--- src/inc/pacing_params.svh ---
`ifndef PACING_PARAMS_SVH
`define PACING_PARAMS_SVH
// register byte offsets inside one window
`define OFS_PACE_DIS 12'h544
`define OFS_SPREAD_DIS 12'h548
`define OFS_LIMIT_X2 12'h54C
`define OFS_LIMIT_X1 12'h550
`define OFS_STAT_OUT01 12'h560
`define OFS_STAT_OUT45 12'h564
`define OFS_STAT_QUEUE 12'h568
// window bases: upstream space and non-transparent virtual interface
`define UP_WIN_BASE 4'h0
`define NT_WIN_BASE 4'h1
// port disable bit positions inside the control registers
`define BIT_P0 0
`define BIT_P1 1
`define BIT_P4 4
`define BIT_P5 5
`define PACE_DIS_RST 4'hF
`define SPREAD_DIS_RST 4'h0
`define LIMIT_X2_RST 32'h0000_0200
`define LIMIT_X1_RST 32'h0000_0100
`define BYTES_PER_DW 16'h0004
// per-lane link rate against the core clock
`define CLK_MHZ 50
`define LANE_MBYTE_S 500
`define LANE_BYTES_PER_CYC (`LANE_MBYTE_S / `CLK_MHZ)
`define HOLD_DEPTH 4
`endif

--- src/inc/pacing_pkg.sv ---
package pacing_pkg;
  localparam int NPORT = 4;
  typedef logic [9:0] dw_len_t;
  typedef logic [15:0] dw_cnt_t;
  typedef struct packed {
    logic [3:0][9:0] q;
    logic [2:0] cnt;
    logic [1:0] rd;
    logic [1:0] wr;
    logic [15:0] outst;
    logic signed [15:0] budget;
    logic ok;
  } pacer_s;
  typedef struct packed {
    logic [3:0] pace_dis;
    logic [3:0] spread_dis;
    logic [31:0] lim2;
    logic [31:0] lim1;
    logic [31:0] prdata;
    logic pready;
    logic pslverr;
    logic fwd_valid;
    logic [1:0] fwd_src;
    logic [9:0] fwd_len;
    logic [1:0] rr;
  } top_s;
endpackage : pacing_pkg

--- src/rtl/read_pacing.sv ---
// Behaviour
// software must not enable source queuing and read pacing together
// pacing acts on every port; its registers sit in upstream space
// spreading spaces a port's reads by request size and link bandwidth
// forward at twice link rate first, then once after outstanding threshold
// spreading acts only when pacing and spreading disable bits are clear
// keep forwarding until awaited completion data reaches the width's limit
// limit counts requested but not yet returned DWords of four bytes
// at the limit hold further reads until completions bring count below
// too many held reads withdraw non-posted read credit from the port
// pacing disable bits 5,4,1,0 per port, one disables, reset set
// spreading disable bits 5,4,1,0 per port, one disables, reset clear
// limit chosen by link width: first register two lanes, second one lane
// registers also reachable through the legacy non-transparent window
// outstanding count rises by forwarded length, falls by completion length
//
// The APB register port was chosen for this implementation.
`timescale 1ns/1ps
`include "pacing_params.svh"
module read_pacing
  import pacing_pkg::*;
(
  input wire logic pclk,
  input wire logic presetn,
  input wire logic psel,
  input wire logic penable,
  input wire logic pwrite,
  input wire logic [15:0] paddr,
  input wire logic [31:0] pwdata,
  input wire logic [3:0] pstrb,
  output logic [31:0] prdata,
  output logic pready,
  output logic pslverr,
  input wire logic nt_legacy_mode,
  input wire logic [3:0] link_two_lane,
  input wire logic [3:0] rd_req_valid,
  input wire logic [39:0] rd_req_len,
  output logic [3:0] np_credit_ok,
  output logic fwd_valid,
  output logic [1:0] fwd_src,
  output logic [9:0] fwd_len,
  input wire logic fwd_ready,
  input wire logic cpl_valid,
  input wire logic [1:0] cpl_dst,
  input wire logic [9:0] cpl_len
);
  top_s st_ff;
  top_s nxt_st;
  logic nt_mode;
  logic [3:0] lane2;
  logic [3:0] elig;
  logic [3:0] take;
  logic [9:0] head_len [NPORT];
  logic [15:0] outst [NPORT];
  logic [2:0] held [NPORT];
  logic [3:0] credit;
  logic setup;
  logic commit;
  logic hit;
  logic [11:0] ofs;
  logic [31:0] rd_val;
  logic [31:0] wmask;
  logic found;
  logic [1:0] idx;
  logic [1:0] pick;

  sync_bits #(.W(1)) u_sync_nt (
    .pclk(pclk),
    .presetn(presetn),
    .d(nt_legacy_mode),
    .q(nt_mode)
  );

  sync_bits #(.W(4)) u_sync_lane (
    .pclk(pclk),
    .presetn(presetn),
    .d(link_two_lane),
    .q(lane2)
  );

  // packs the per-port disable bits into positions 5,4,1,0
  function automatic logic [31:0] port_bits(input logic [3:0] b);
    logic [31:0] r;
    r = 32'h0000_0000;
    r[`BIT_P0] = b[0];
    r[`BIT_P1] = b[1];
    r[`BIT_P4] = b[2];
    r[`BIT_P5] = b[3];
    return r;
  endfunction : port_bits

  function automatic logic [3:0] bits_port(input logic [31:0] w);
    return {w[`BIT_P5], w[`BIT_P4], w[`BIT_P1], w[`BIT_P0]};
  endfunction : bits_port

  for (genvar p = 0; p < NPORT; p++) begin : g_port
    logic [15:0] limit;
    // x2 links use the first limit, x1 links the second
    assign limit = lane2[p] ? st_ff.lim2[15:0] : st_ff.lim1[15:0];
    port_pacer u_pacer (
      .pclk(pclk),
      .presetn(presetn),
      .req_valid(rd_req_valid[p]),
      .req_len(rd_req_len[p*10 +: 10]),
      .pace_en(!st_ff.pace_dis[p]),
      .spread_en(!st_ff.spread_dis[p]),
      .lane2(lane2[p]),
      .limit(limit),
      .take(take[p]),
      .cpl_valid(cpl_valid && (cpl_dst == 2'(p))),
      .cpl_len(cpl_len),
      .eligible(elig[p]),
      .head_len(head_len[p]),
      .outstanding(outst[p]),
      .held(held[p]),
      .credit_ok(credit[p])
    );
  end

  assign np_credit_ok = credit;

  // decode: upstream window always, virtual window only in legacy nt mode
  always_comb begin
    ofs = paddr[11:0];
    hit = (paddr[15:12] == `UP_WIN_BASE) ||
      ((paddr[15:12] == `NT_WIN_BASE) && nt_mode);
    rd_val = 32'h0000_0000;
    if (hit) begin
      unique case (ofs)
        `OFS_PACE_DIS: rd_val = port_bits(st_ff.pace_dis);
        `OFS_SPREAD_DIS: rd_val = port_bits(st_ff.spread_dis);
        `OFS_LIMIT_X2: rd_val = st_ff.lim2;
        `OFS_LIMIT_X1: rd_val = st_ff.lim1;
        `OFS_STAT_OUT01: rd_val = {outst[1], outst[0]};
        `OFS_STAT_OUT45: rd_val = {outst[3], outst[2]};
        `OFS_STAT_QUEUE: rd_val = {12'h000, credit, 1'b0, held[3], 1'b0, held[2],
          1'b0, held[1], 1'b0, held[0]};
        default: hit = 1'b0;
      endcase
    end
  end

  always_comb begin
    wmask = {{8{pstrb[3]}}, {8{pstrb[2]}}, {8{pstrb[1]}}, {8{pstrb[0]}}};
    setup = psel && !penable;
    commit = psel && penable && st_ff.pready && !st_ff.pslverr;
  end

  // round robin over eligible ports, starting after the last winner
  always_comb begin
    found = 1'b0;
    pick = st_ff.rr;
    idx = 2'h0;
    for (int i = 1; i <= NPORT; i++) begin
      idx = 2'(st_ff.rr + 2'(i));
      if (!found && elig[idx]) begin
        found = 1'b1;
        pick = idx;
      end
    end
    take = 4'h0;
    if ((!st_ff.fwd_valid || fwd_ready) && found) begin
      take[pick] = 1'b1;
    end
  end

  always_comb begin
    nxt_st = st_ff;
    // apb: answer registered in the setup cycle, zero wait states
    nxt_st.pready = setup;
    nxt_st.pslverr = setup && !hit;
    nxt_st.prdata = (setup && !pwrite && hit) ? rd_val : 32'h0000_0000;
    if (commit && pwrite) begin
      unique case (ofs)
        `OFS_PACE_DIS: begin
          nxt_st.pace_dis = bits_port((port_bits(st_ff.pace_dis) & ~wmask) |
            (pwdata & wmask));
        end
        `OFS_SPREAD_DIS: begin
          nxt_st.spread_dis = bits_port((port_bits(st_ff.spread_dis) & ~wmask) |
            (pwdata & wmask));
        end
        `OFS_LIMIT_X2: nxt_st.lim2 = (st_ff.lim2 & ~wmask) | (pwdata & wmask);
        `OFS_LIMIT_X1: nxt_st.lim1 = (st_ff.lim1 & ~wmask) | (pwdata & wmask);
        default: nxt_st.lim1 = st_ff.lim1;
      endcase
    end
    // forwarding stage toward the upstream link
    if (st_ff.fwd_valid && fwd_ready) begin
      nxt_st.fwd_valid = 1'b0;
    end
    if (take != 4'h0) begin
      nxt_st.fwd_valid = 1'b1;
      nxt_st.fwd_src = pick;
      nxt_st.fwd_len = head_len[pick];
      nxt_st.rr = pick;
    end
  end

  always_ff @(posedge pclk or negedge presetn) begin
    if (!presetn) begin
      st_ff <= '0;
      st_ff.pace_dis <= `PACE_DIS_RST;
      st_ff.spread_dis <= `SPREAD_DIS_RST;
      st_ff.lim2 <= `LIMIT_X2_RST;
      st_ff.lim1 <= `LIMIT_X1_RST;
    end else begin
      st_ff <= nxt_st;
    end
  end

  assign prdata = st_ff.prdata;
  assign pready = st_ff.pready;
  assign pslverr = st_ff.pslverr;
  assign fwd_valid = st_ff.fwd_valid;
  assign fwd_src = st_ff.fwd_src;
  assign fwd_len = st_ff.fwd_len;
endmodule : read_pacing

--- src/rtl/sync_bits.sv ---
`timescale 1ns/1ps
module sync_bits #(
  parameter int W = 1
) (
  input wire logic pclk,
  input wire logic presetn,
  input wire logic [W-1:0] d,
  output logic [W-1:0] q
);
  typedef struct packed {
    logic [W-1:0] s1;
    logic [W-1:0] s2;
  } sync_s;
  sync_s st_ff;
  sync_s nxt_st;
  always_comb begin
    nxt_st = st_ff;
    nxt_st.s1 = d;
    nxt_st.s2 = st_ff.s1;
  end
  always_ff @(posedge pclk or negedge presetn) begin
    if (!presetn) begin
      st_ff <= '0;
    end else begin
      st_ff <= nxt_st;
    end
  end
  assign q = st_ff.s2;
endmodule : sync_bits

--- src/rtl/port_pacer.sv ---
`timescale 1ns/1ps
`include "pacing_params.svh"
module port_pacer
  import pacing_pkg::*;
(
  input wire logic pclk,
  input wire logic presetn,
  input wire logic req_valid,
  input wire logic [9:0] req_len,
  input wire logic pace_en,
  input wire logic spread_en,
  input wire logic lane2,
  input wire logic [15:0] limit,
  input wire logic take,
  input wire logic cpl_valid,
  input wire logic [9:0] cpl_len,
  output logic eligible,
  output logic [9:0] head_len,
  output logic [15:0] outstanding,
  output logic [2:0] held,
  output logic credit_ok
);
  pacer_s st_ff;
  pacer_s nxt_st;
  logic push;
  logic spread_on;
  logic signed [15:0] rate;
  logic [16:0] sum;
  always_comb begin
    nxt_st = st_ff;
    push = req_valid && st_ff.ok;
    spread_on = pace_en && spread_en;
    // 2x link rate until half the limit is outstanding, then 1x
    rate = lane2 ? 16'(2 * `LANE_BYTES_PER_CYC) : 16'(`LANE_BYTES_PER_CYC);
    if (st_ff.outst < (limit >> 1)) begin
      rate = rate <<< 1;
    end
    if (push) begin
      nxt_st.q[st_ff.wr] = req_len;
      nxt_st.wr = st_ff.wr + 2'h1;
    end
    if (take) begin
      nxt_st.rd = st_ff.rd + 2'h1;
    end
    nxt_st.cnt = 3'(st_ff.cnt + {2'h0, push} - {2'h0, take});
    // outstanding DWords: up on forward, down on completion
    sum = {1'b0, st_ff.outst} + (take ? {7'h0, st_ff.q[st_ff.rd]} : 17'h0);
    if (cpl_valid) begin
      sum = (sum > {7'h0, cpl_len}) ? sum - {7'h0, cpl_len} : 17'h0;
    end
    nxt_st.outst = (sum > 17'h0FFFF) ? 16'hFFFF : sum[15:0];
    // byte budget refills at link rate; never banks idle time
    if (st_ff.budget < 0) begin
      nxt_st.budget = st_ff.budget + rate;
      if (nxt_st.budget > 0) begin
        nxt_st.budget = 16'sh0;
      end
    end
    if (take && spread_on) begin
      nxt_st.budget = nxt_st.budget - 16'(st_ff.q[st_ff.rd] * `BYTES_PER_DW);
    end
    nxt_st.ok = nxt_st.cnt < 3'(`HOLD_DEPTH);
  end
  always_ff @(posedge pclk or negedge presetn) begin
    if (!presetn) begin
      st_ff <= '0;
    end else begin
      st_ff <= nxt_st;
    end
  end
  // held requests wait while the limit is reached
  assign eligible = (st_ff.cnt != 3'h0) && (!pace_en ||
    ((st_ff.outst < limit) && (!spread_on || st_ff.budget >= 0)));
  assign head_len = st_ff.q[st_ff.rd];
  assign outstanding = st_ff.outst;
  assign held = st_ff.cnt;
  assign credit_ok = st_ff.ok;
endmodule : port_pacer

--- config.mk ---
export PLATFORM = sky130hd
export DESIGN_NAME = read_pacing
export DESIGN_NICKNAME = d
export VERILOG_FILES = /design/src/inc/pacing_pkg.sv /design/src/rtl/read_pacing.sv /design/src/rtl/sync_bits.sv /design/src/rtl/port_pacer.sv
export VERILOG_INCLUDE_DIRS = /design/src /design/src/inc
export SDC_FILE = /design/constraint.sdc
export NUM_CORES = 1
export LEC_CHECK = 0
export BUFFER_PORTS_ARGS = -buffer_cell sky130_fd_sc_hd__buf_2
export CORE_MARGIN = 2
export CORE_UTILIZATION = 50
export CTS_BUF_LIST = sky130_fd_sc_hd__clkbuf_16
export DETAILED_ROUTE_END_ITERATION = 10
export HOLD_SLACK_MARGIN = 0.15
export PLACE_DENSITY = 0.74
export SKIP_LAST_GASP = 1
export SLEW_MARGIN = 30
export SYNTH_ARGS = -nofsm -noshare
export SYNTH_HDL_FRONTEND = slang
export SYNTH_HIERARCHICAL = 1
export SYNTH_SLANG_ARGS = --single-unit
--- constraint.sdc ---
create_clock -name pclk -period 14.6 [get_ports pclk]
set_input_delay 2.19 -clock pclk [delete_from_list [all_inputs] [get_ports pclk]]
set_output_delay 2.19 -clock pclk [all_outputs]
set_load 0.005 [all_outputs]
After elaboration in Yosys (flattened, before gate mapping)
Index checks and enable logic that the tools add are counted.

cells by class
  $add $sub $neg = 35
  multiply operators = 0
  divide/modulo/power cells = 0
  $lt $le $gt $ge = 51
  equal/unequal tests = 11
  shifts and indexed selects = 0
  muxes and demuxes = 89
  bitwise gates (word level) = 11
  reduce and logical (&&, ||, !) cells = 86

operators with widths
  operator                                                                              count
  16-bit two-way mux                                                                    24
  32-bit one-hot mux with 7 select lines                                                1
  40-bit bitwise mux                                                                    4
  10-bit two-way mux                                                                    14
  17-bit two-way mux                                                                    8
  10-bit binary-select mux with 2-bit select                                            5
  32-bit bitwise AND                                                                    3
  12-bit by 11-bit equality test with 1-bit output, second input constant               7
  10-bit demux with 2-bit select                                                        4
  16-bit by 17-bit adder with 17-bit output                                             4
  17-bit by 10-bit greater-than comparator with 1-bit output                            4
  17-bit by 16-bit greater-than comparator with 1-bit output, second input constant     4
  17-bit by 10-bit subtractor with 17-bit output                                        4
  16-bit adder                                                                          4
  16-bit by 1-bit greater-or-equal comparator with 1-bit output, second input constant  4
  16-bit by 1-bit greater-than comparator with 1-bit output, second input constant      4
  16-bit by 1-bit < comparator with 1-bit output, second input constant                 4
  16-bit by 15-bit < comparator with 1-bit output                                       4
  16-bit < comparator                                                                   4
  32-bit two-way mux                                                                    2
  32-bit OR                                                                             2
  16-bit by 12-bit subtractor with 16-bit output                                        4
  1-bit logical AND                                                                     43
  2-bit by 3-bit < comparator with 1-bit output, second input constant                  13
  other kinds (30)                                                                      109

storage, ports and cells
  flip-flop bits (word level) = 449
  latch bits = 0
  bits in writable memories = 0
  bits in read-only memories = 0
  output and inout bits = 51
  memories kept = 0

Depth between registers and ports, before layout
Gate-level depths: netlist of run 1.

  depth in word-level cells = 31
  depth in mapped cells = 39
  gate-level depth less buffers = 35

By module
Netlist of run 1, hierarchy kept.

modules (own cells, without submodules)
  module                               times used  cells an instance  area each (um2)  sequential area each (um2)
  port_pacer at g_port[0].u_pacer ...  2           726                6879.1           1976.9
  read_pacing                          1           628                7146.9           2985.4
  port_pacer at g_port[1].u_pacer      1           729                7013.0           1976.9
  port_pacer at g_port[3].u_pacer      1           709                6801.5           1976.9
  sync_bits at u_sync_lane             1           8                  200.2            200.2
  sync_bits at u_sync_nt               1           2                  50.0             50.0

Least setup slack after synthesis of run 1
OpenSTA, ideal clock, no wires.

  kind = register to register
  start = register u_sync_lane.st_ff (netlist bit u_sync_lane/q[1])
  end = register g_port[1].u_pacer/st_ff[15] (netlist name)
  library setup time = 80 ps
  data arrival time = 7712 ps
  setup slack = 6808 ps
  cell stages (with the launch flop) = 39
  path buffers = 3
  cells stage by stage = dfrtp_1 clkbuf_1 clkbuf_1 mux2_2 inv_1 ha_1 a21oi_1 nor2b_1 o21ai_0 nand2b_1 a21oi_1 nor2b_1 a2111oi_0 o21ai_0 ha_1 inv_1 ha_1 a211oi_2 (+3 left out) ha_1 inv_1 a31o_1 o22ai_1 or2_1 buf_2 a2bb2oi_1 ha_1 inv_1 fa_1 a21o_1 a21oi_1 o21bai_1 a2111oi_0 nor2_1 a31oi_1 nor3b_1 xnor2_1

RTL lines
  what                    line              RTL
  start, declared         sync_bits.sv:14   sync_s st_ff;
  start signal, assigned  sync_bits.sv:25   st_ff <= nxt_st;
  end signal, assigned    port_pacer.sv:68  st_ff <= nxt_st;
  end, declared           port_pacer.sv:23  pacer_s st_ff;

==> metrics.cfg, run 1 <==
[synthesis]
ys_ff_latch = 445
synth-async-reset-ratio = 1.00
yosysTopAreaCellShare = 0.314
syn_area_mm2 = 0.0350
syn_area_per_cell_um2 = 9.91
ys_warn_count = 6
ys_seq_area_frac = 0.319
synth_largest_area_cell = dfrtp_1
synth_fp_nets = 3960
synth_edf_count = 0
synth_area_leaders = dfrtp_1, mux2_2, ha_1, inv_1, buf_4
syn_inst = 3528
synth_cell_types = 125
synth_ff_type = dfrtp_1

[placement]
place.port_buffers = 170
gp_congestion = 0.965
dp_cells = 4397
hpwl_um = 72900
dpl_worst_slack_ps = 5050
post_dp_cell_area_mm2 = 0.0356

[outcome]
status = complete, no violations

[cts]
clk-insertion-delay-late_ps = 640
post_cts_buffers = 0
cts_hold_buf = 0
cts_tree = done
clockBufferDepth = 3
clkTransAtPathRegs_ps = 60
cts_root_buf = clkbuf_16
cts_inserted_buffers = 50
numClockSinks = 445
htreeDepth = 2
cts_resized = 0

[drt]
antenna_left = 0
drcViolationCount = 0
via_per_inst = 6.12
dr.pass1.iters = 6
drt_iter0_drc = 2577
via_count = 27500
routedWlPerCell_um = 21.5
drt_wl_total_um = 96600

[sta]
slew_viol_final = 0
period_share = 0.647
min_period_ps = 9440
rsz0062_at_grt = no
worstMarginPinSlew_ps = 922
hold_violations = 0
fin_skew_ps = 46.9
tns_ps = 0
setup_viol = 0
maxSlewHeadroom = 0.384
worst_slack_ps = 5160
fmax_mhz = 106

[cells_and_area]
area_growth_pct = 6.99
mostFrequentLayoutCell = dfrtp_1
nets = 3952
fin_cells = 4495
post-route-cell-area_mm2 = 0.0374
drive_gt1_frac = 0.216
final_cell_mix = dfrtp_1, mux2_2, ha_1

[floorplanning]
die-area_mm2 = 0.0721
die_h_um = 268
row_count = 96
core_area_mm2 = 0.0689
start_util = 0.507
ioPinCount = 171
dieWidth_um = 268

[global_routing]
grt_max_degree = 159
antenna_found_initial = 6
grt_usage = 0.266
grt_overflow = 0
grt_pass1_vias = 26100
grt_pass1_wl_um = 150000

[worst_setup_path]
critPathLaunch = u_sync_lane/q[2]$_DFF_PN0_
end_kind = register
r2r_slack_ps = 5160
critPathMaxFanout = 18
cpPeakStageDelay_ps = 810
critical_path.slowest_cell = dfrtp_1
arrival_ps = 9900
r2r-start = u_sync_lane/q[2]$_DFF_PN0_
cp-start-kind = register
crit_top_cell = a21oi_1
required_ps = 15060
worstSetupPathType = register to register
reg2reg_depth = 32
rr_endpoint = g_port[3].u_pacer/outstanding[1]$_DFF_PN0_

[worst_hold_path]
hold_depth = 0
hold_path_end = u_sync_nt/q$_DFF_PN0_
min_from = u_sync_nt/nxt_st[0]$_DFF_PN0_
hp-class = register to register

[pwr]
p_total_uw = 9000
ir_worst_vdd_uv = 124
powerDensity_mw_per_mm2 = 241
p_leak_uw = 0.0166

[run]
maxCapViolations = 0

[registers in the layout (all words and copies together) (netlist names)]
signal / cells
g_port.u_pacer/outstanding: 64
u_sync_nt/nxt_st: 1
pslverr: 1
pready: 1
fwd_valid: 1
g_port.u_pacer/st_ff: 236
fwd_len: 10
u_sync_nt/q: 1
g_port.u_pacer/held: 12
prdata: 32
u_sync_lane/q: 4
u_sync_lane/nxt_st: 4
g_port.u_pacer/credit_ok: 4
st_ff: 74
[metrics by stage]
step | utilization | hold WS, ps
2_1_floorplan | - | 331
3_3_place_gp | 0.516 | 333
3_5_place_dp | 0.516 | 340
6_report | 0.543 | 350
4_1_cts | 0.542 | 354
5_1_grt | 0.543 | 371
[worst max-delay path, delay by kind of cell, from the launching register on]
family,cells,cell delay (ps)
adder cells (fa/ha/maj),4,1180
multiplexers,1,420
buffers and inverters,2,120
XOR/XNOR,2,660
AND/OR/NAND/NOR,10,2620
AO/OA/AOI/OAI,13,3440
flip-flops,1,810
[how the worst max path moves through the flow]
stage | depth (start not counted) | end
after global routing | 32 | g_port[3].u_pacer/outstanding[1]$_DFF_PN0_
after global placement | 32 | g_port[3].u_pacer/outstanding[15]$_DFF_PN0_
after CTS | 32 | g_port[3].u_pacer/outstanding[1]$_DFF_PN0_
final | 32 | g_port[3].u_pacer/outstanding[1]$_DFF_PN0_
after detailed placement | 32 | g_port[3].u_pacer/outstanding[1]$_DFF_PN0_
after floorplan | 38 | g_port[1].u_pacer/st_ff[15]$_DFF_PN0_
[synthesized netlist by cell type, types with 34 or more instances]
master / number
nand4_1: 45
o211ai_1: 42
inv_1: 271
a22oi_1: 48
ha_1: 292
o21ai_0: 114
dfrtp_1: 439
a21o_1: 71
buf_4: 127
xor2_1: 48
xnor2_1: 106
nand3_1: 91
nor2b_1: 42
nor2_1: 170
o31ai_1: 34
mux4_2: 40
a22o_1: 40
nand2_1: 169
nor3_1: 60
mux2i_1: 49
mux2_2: 329
clkbuf_1: 73
and2_1: 69
a21oi_1: 170
[where the power goes]
group          switching (µW)  internal, µW
Combinational            2980          2380
Sequential                610          1690
Clock                     553           789
Total                    4140          4860
[per-layer routing]
metal,global-route usage,vias to the layer above,part of all wire
met5,0,-,0.00043
met4,0.0956,8,0.036
met3,0.0552,189,0.090
met2,0.403,1139,0.43
met1,0.377,13400,0.44
li1,-,12800,-
[area by class of cell]
class	count	area (µm²)
fillers	6120	31500
multi-input cells	2566	21300
flip-flops and latches	445	11100
clock buffers	50	1250
well taps	931	1160
repair buffers	185	1040
inverters	272	1020
clock inverters	42	487
diodes	4	10.0
[kinds of logic (layout without fill, tap and decap cells)]
logic type,after synthesis,count (layout),share of synthesized area
buf+inv,517,549,0.0725
fa+ha+maj,312,312,0.116
compound gates,841,841,0.177
simple gates,833,833,0.128
mux,424,424,0.148
flops,445,445,0.319
xor+xnor,156,156,0.0398
other cells,0,4,0
Power figures use the tool's default switching activity.
==> inputs of run 2 (changes only) <==
--- a/config.mk
+++ b/config.mk
@@ -12,7 +12,7 @@
 export CTS_BUF_LIST = sky130_fd_sc_hd__clkbuf_16
 export DETAILED_ROUTE_END_ITERATION = 10
 export HOLD_SLACK_MARGIN = 0.15
-export PLACE_DENSITY = 0.74
+export PLACE_DENSITY = 0.77
 export SKIP_LAST_GASP = 1
 export SLEW_MARGIN = 30
 export SYNTH_ARGS = -nofsm -noshare
==> constraint.sdc (replaced) <==
create_clock -name pclk -period 8.05 [get_ports pclk]
set_input_delay 1.2075 -clock pclk [delete_from_list [all_inputs] [get_ports pclk]]
set_output_delay 1.2075 -clock pclk [all_outputs]
set_load 0.005 [all_outputs]
==> run 2 against run 1 <==
Compared with the run above: clock skew down 7.1 ps; largest cell class unchanged; first-iteration DRC count up 18%; worst hold slack worse by 7.3 ps; sequential power up 77%; critical endpoint is now g_port[1].u_pacer/st_ff[15]$_DFF_PN0_; via count up 1.6%; global-route usage down 0.11 points; power up 84%; clock-buffer cell count up 2.
==> metrics.cfg, run 2 (synthesized netlist as in run 1, its figures left out) <==
[outcome]
status = complete, no violations  ; unchanged

[cts]
clk-insertion-delay-late_ps = 620  ; was 640 ps
cts_inserted_buffers = 51  ; was 50
cts_tree = done  ; unchanged
numClockSinks = 445  ; unchanged
htreeDepth = 2  ; unchanged
clockBufferDepth = 3  ; unchanged
cts_root_buf = clkbuf_16  ; unchanged
clkTransAtPathRegs_ps = 70  ; was 60 ps

[pwr]
powerDensity_mw_per_mm2 = 435  ; was 241 mW/mm²
p_leak_uw = 0.0169  ; was 0.0166 µW
p_total_uw = 16500  ; was 9000 µW
ir_worst_vdd_uv = 190  ; was 124 µV

[worst_hold_path]
hold_path_end = u_sync_lane/q[3]$_DFF_PN0_  ; was u_sync_nt/q$_DFF_PN0_
hp-class = register to register  ; unchanged
hold_depth = 0  ; unchanged
min_from = u_sync_lane/nxt_st[3]$_DFF_PN0_  ; was u_sync_nt/nxt_st[0]$_DFF_PN0_

[sta]
hold_violations = 0  ; unchanged
holdWs_ps = 342  ; was 350 ps
maxSlewHeadroom = 0.323  ; was 0.384
worst_slack_ps = 325  ; was 5160 ps
fmax_mhz = 129  ; was 106 MHz
min_period_ps = 7730  ; was 9440 ps
slew_viol_final = 0  ; unchanged
fin_skew_ps = 39.7  ; was 46.9 ps
worstMarginPinSlew_ps = 1010  ; was 922 ps
rsz0062_at_grt = yes  ; was no
period_share = 0.960  ; was 0.647
setup_viol = 0  ; unchanged
tns_ps = 0  ; unchanged

[cells_and_area]
nets = 4021  ; was 3,952
mostFrequentLayoutCell = dfrtp_1  ; unchanged
final_cell_mix = dfrtp_1, mux2_2, ha_1  ; unchanged
post-route-util = 0.551  ; was 0.543
multi_input_area_mm2 = 0.0214  ; was 0.0213 mm²
nFillCells = 5952  ; was 6,120
regMostFlops = g_port.u_pacer/st_ff  ; unchanged
largest_reg_flops = 236  ; unchanged
drive_gt1_frac = 0.236  ; was 0.216
seq_area_mm2 = 0.0112  ; was 0.0111 mm²
area_growth_pct = 8.64  ; was 6.99%

[worst_setup_path]
r2r_slack_ps = 320  ; was 5160 ps
critPathMaxFanout = 8  ; was 18
cpPeakStageDelay_ps = 460  ; was 810 ps
crit_top_cell = ha_1  ; was a21oi_1
r2r-start = u_sync_lane/q[1]$_DFF_PN0_  ; was u_sync_lane/q[2]$_DFF_PN0_
end_kind = register  ; unchanged
required_ps = 8590  ; was 15,060 ps
cp-start-kind = register  ; unchanged
critical_path.slowest_cell = dfrtp_2  ; was dfrtp_1
worstSetupPathType = register to register  ; unchanged
arrival_ps = 8260  ; was 9900 ps
rr_endpoint = g_port[1].u_pacer/st_ff[15]$_DFF_PN0_  ; was g_port[3].u_pacer/outstanding[1]$_DFF_PN0_
reg2reg_depth = 35  ; was 32

[placement]
hpwl_um = 72900  ; about the same
gp_congestion = 0.986  ; was 0.965
place.port_buffers = 170  ; unchanged
dpl_worst_slack_ps = -185  ; was 5050 ps

[drt]
drt_wl_total_um = 96400  ; was 96,600 µm
routedWlPerCell_um = 21.1  ; was 21.5 µm
dr.pass1.iters = 6  ; unchanged
drt_iter0_drc = 3034  ; was 2,577
antenna_left = 0  ; unchanged
via_count = 28000  ; was 27,500
drcViolationCount = 0  ; unchanged
via_per_inst = 6.13  ; was 6.12

[floorplanning]
ioPinCount = 171  ; unchanged
dieWidth_um = 268  ; unchanged
die-area_mm2 = 0.0721  ; unchanged
start_util = 0.507  ; unchanged
core_area_mm2 = 0.0689  ; unchanged
die_h_um = 268  ; unchanged
row_count = 96  ; unchanged

[global_routing]
grt_max_degree = 169  ; was 159
grt_pass1_wl_um = 151000  ; was 150,000 µm
antenna_found_initial = 7  ; was 6
grt_pass1_vias = 26600  ; was 26,100
grt_usage = 0.265  ; was 0.266
grt_overflow = 0  ; unchanged

[run]
maxCapViolations = 0  ; unchanged

-- run 2: cell types whose count changed in the layout (fill, tap and decap cells not counted), moves of 3 or more --
cell	change
inv_1	+5
dfrtp_1	-4
bufinv_16	-4
inv_6	-3
a21oi_1	-3
clkinv_2	+4
buf_4	+64
diode_2	-3
a2111oi_2	+3
o21ai_0	-3
dfrtp_2	+3
a2111oi_0	-4
a21oi_2	+3
o21ai_2	+3
-- run 2: final cells by class --
cell class | count | area share
diodes | 1 | 0.0000659
clock buffers | 52 | 0.0343
multi-input cells | 2567 | 0.564
inverters | 272 | 0.0269
clock inverters | 42 | 0.00932
well taps | 931 | 0.0307
flip-flops and latches | 445 | 0.293
repair buffers | 252 | 0.0418
-- run 2: what timing repair did --
item,4_1_cts,5_1_grt
pin swaps,0,3
gates resized for setup,3,29
setup endpoints to repair,1,78
gates cloned,0,1
hold buffers,0,0
setup buffers,0,3
-- run 2: stage by stage --
step / area (µm²) / std cells
floorplan: 35000 / 3528
global placement: 36100 / 4460
detailed placement: 36100 / 4460
CTS: 37700 / 4554
global route: 38000 / 4562
finish: 38000 / 4562
-- run 2: critical path, delay by kind of cell (launching register included) --
| family | cells | cell delay (ps) |
|---|---|---|
| fa+ha+maj | 6 | 1970 |
| buf+inv | 4 | 320 |
| simple gates | 8 | 1210 |
| mux | 1 | 360 |
| xor+xnor | 1 | 130 |
| compound gates | 15 | 3210 |
| flops | 1 | 460 |
-- run 2: worst max-delay path by stage --
| stage | startpoint | end | slack [ps] | cells after the start |
|---|---|---|---|---|
| after floorplan | u_sync_lane/q[1]$_DFF_PN0_ | g_port[1].u_pacer/st_ff[15]$_DFF_PN0_ | 260 | 38 |
| after global placement | u_sync_lane/q[1]$_DFF_PN0_ | g_port[1].u_pacer/st_ff[15]$_DFF_PN0_ | 130 | 35 |
| after detailed placement | u_sync_lane/q[1]$_DFF_PN0_ | g_port[1].u_pacer/st_ff[15]$_DFF_PN0_ | -190 | 35 |
| after CTS | u_sync_lane/q[1]$_DFF_PN0_ | g_port[1].u_pacer/st_ff[15]$_DFF_PN0_ | 40 | 35 |
| after global routing | u_sync_lane/q[1]$_DFF_PN0_ | g_port[1].u_pacer/st_ff[15]$_DFF_PN0_ | -170 | 35 |
| final | u_sync_lane/q[1]$_DFF_PN0_ | g_port[1].u_pacer/st_ff[15]$_DFF_PN0_ | 320 | 35 |
-- run 2: metal layers --
| metal | GRT usage | wire length, µm | vias up |
|---|---|---|---|
| met2 | 0.398 | 40900 | 1281 |
| met1 | 0.382 | 42700 | 13500 |
| met4 | 0.0895 | 3600 | 6 |
| met5 | 0 | 28 | - |
| met3 | 0.0523 | 9160 | 222 |
| li1 | - | - | 12900 |
-- run 2: report_power, final --
part	switching, µW	leakage [µW]	internal, µW
sequential	1000	0.00556	3070
clock	1010	0.000844	1330
combinational	5620	0.0105	4510
total	7620	0.0169	8920
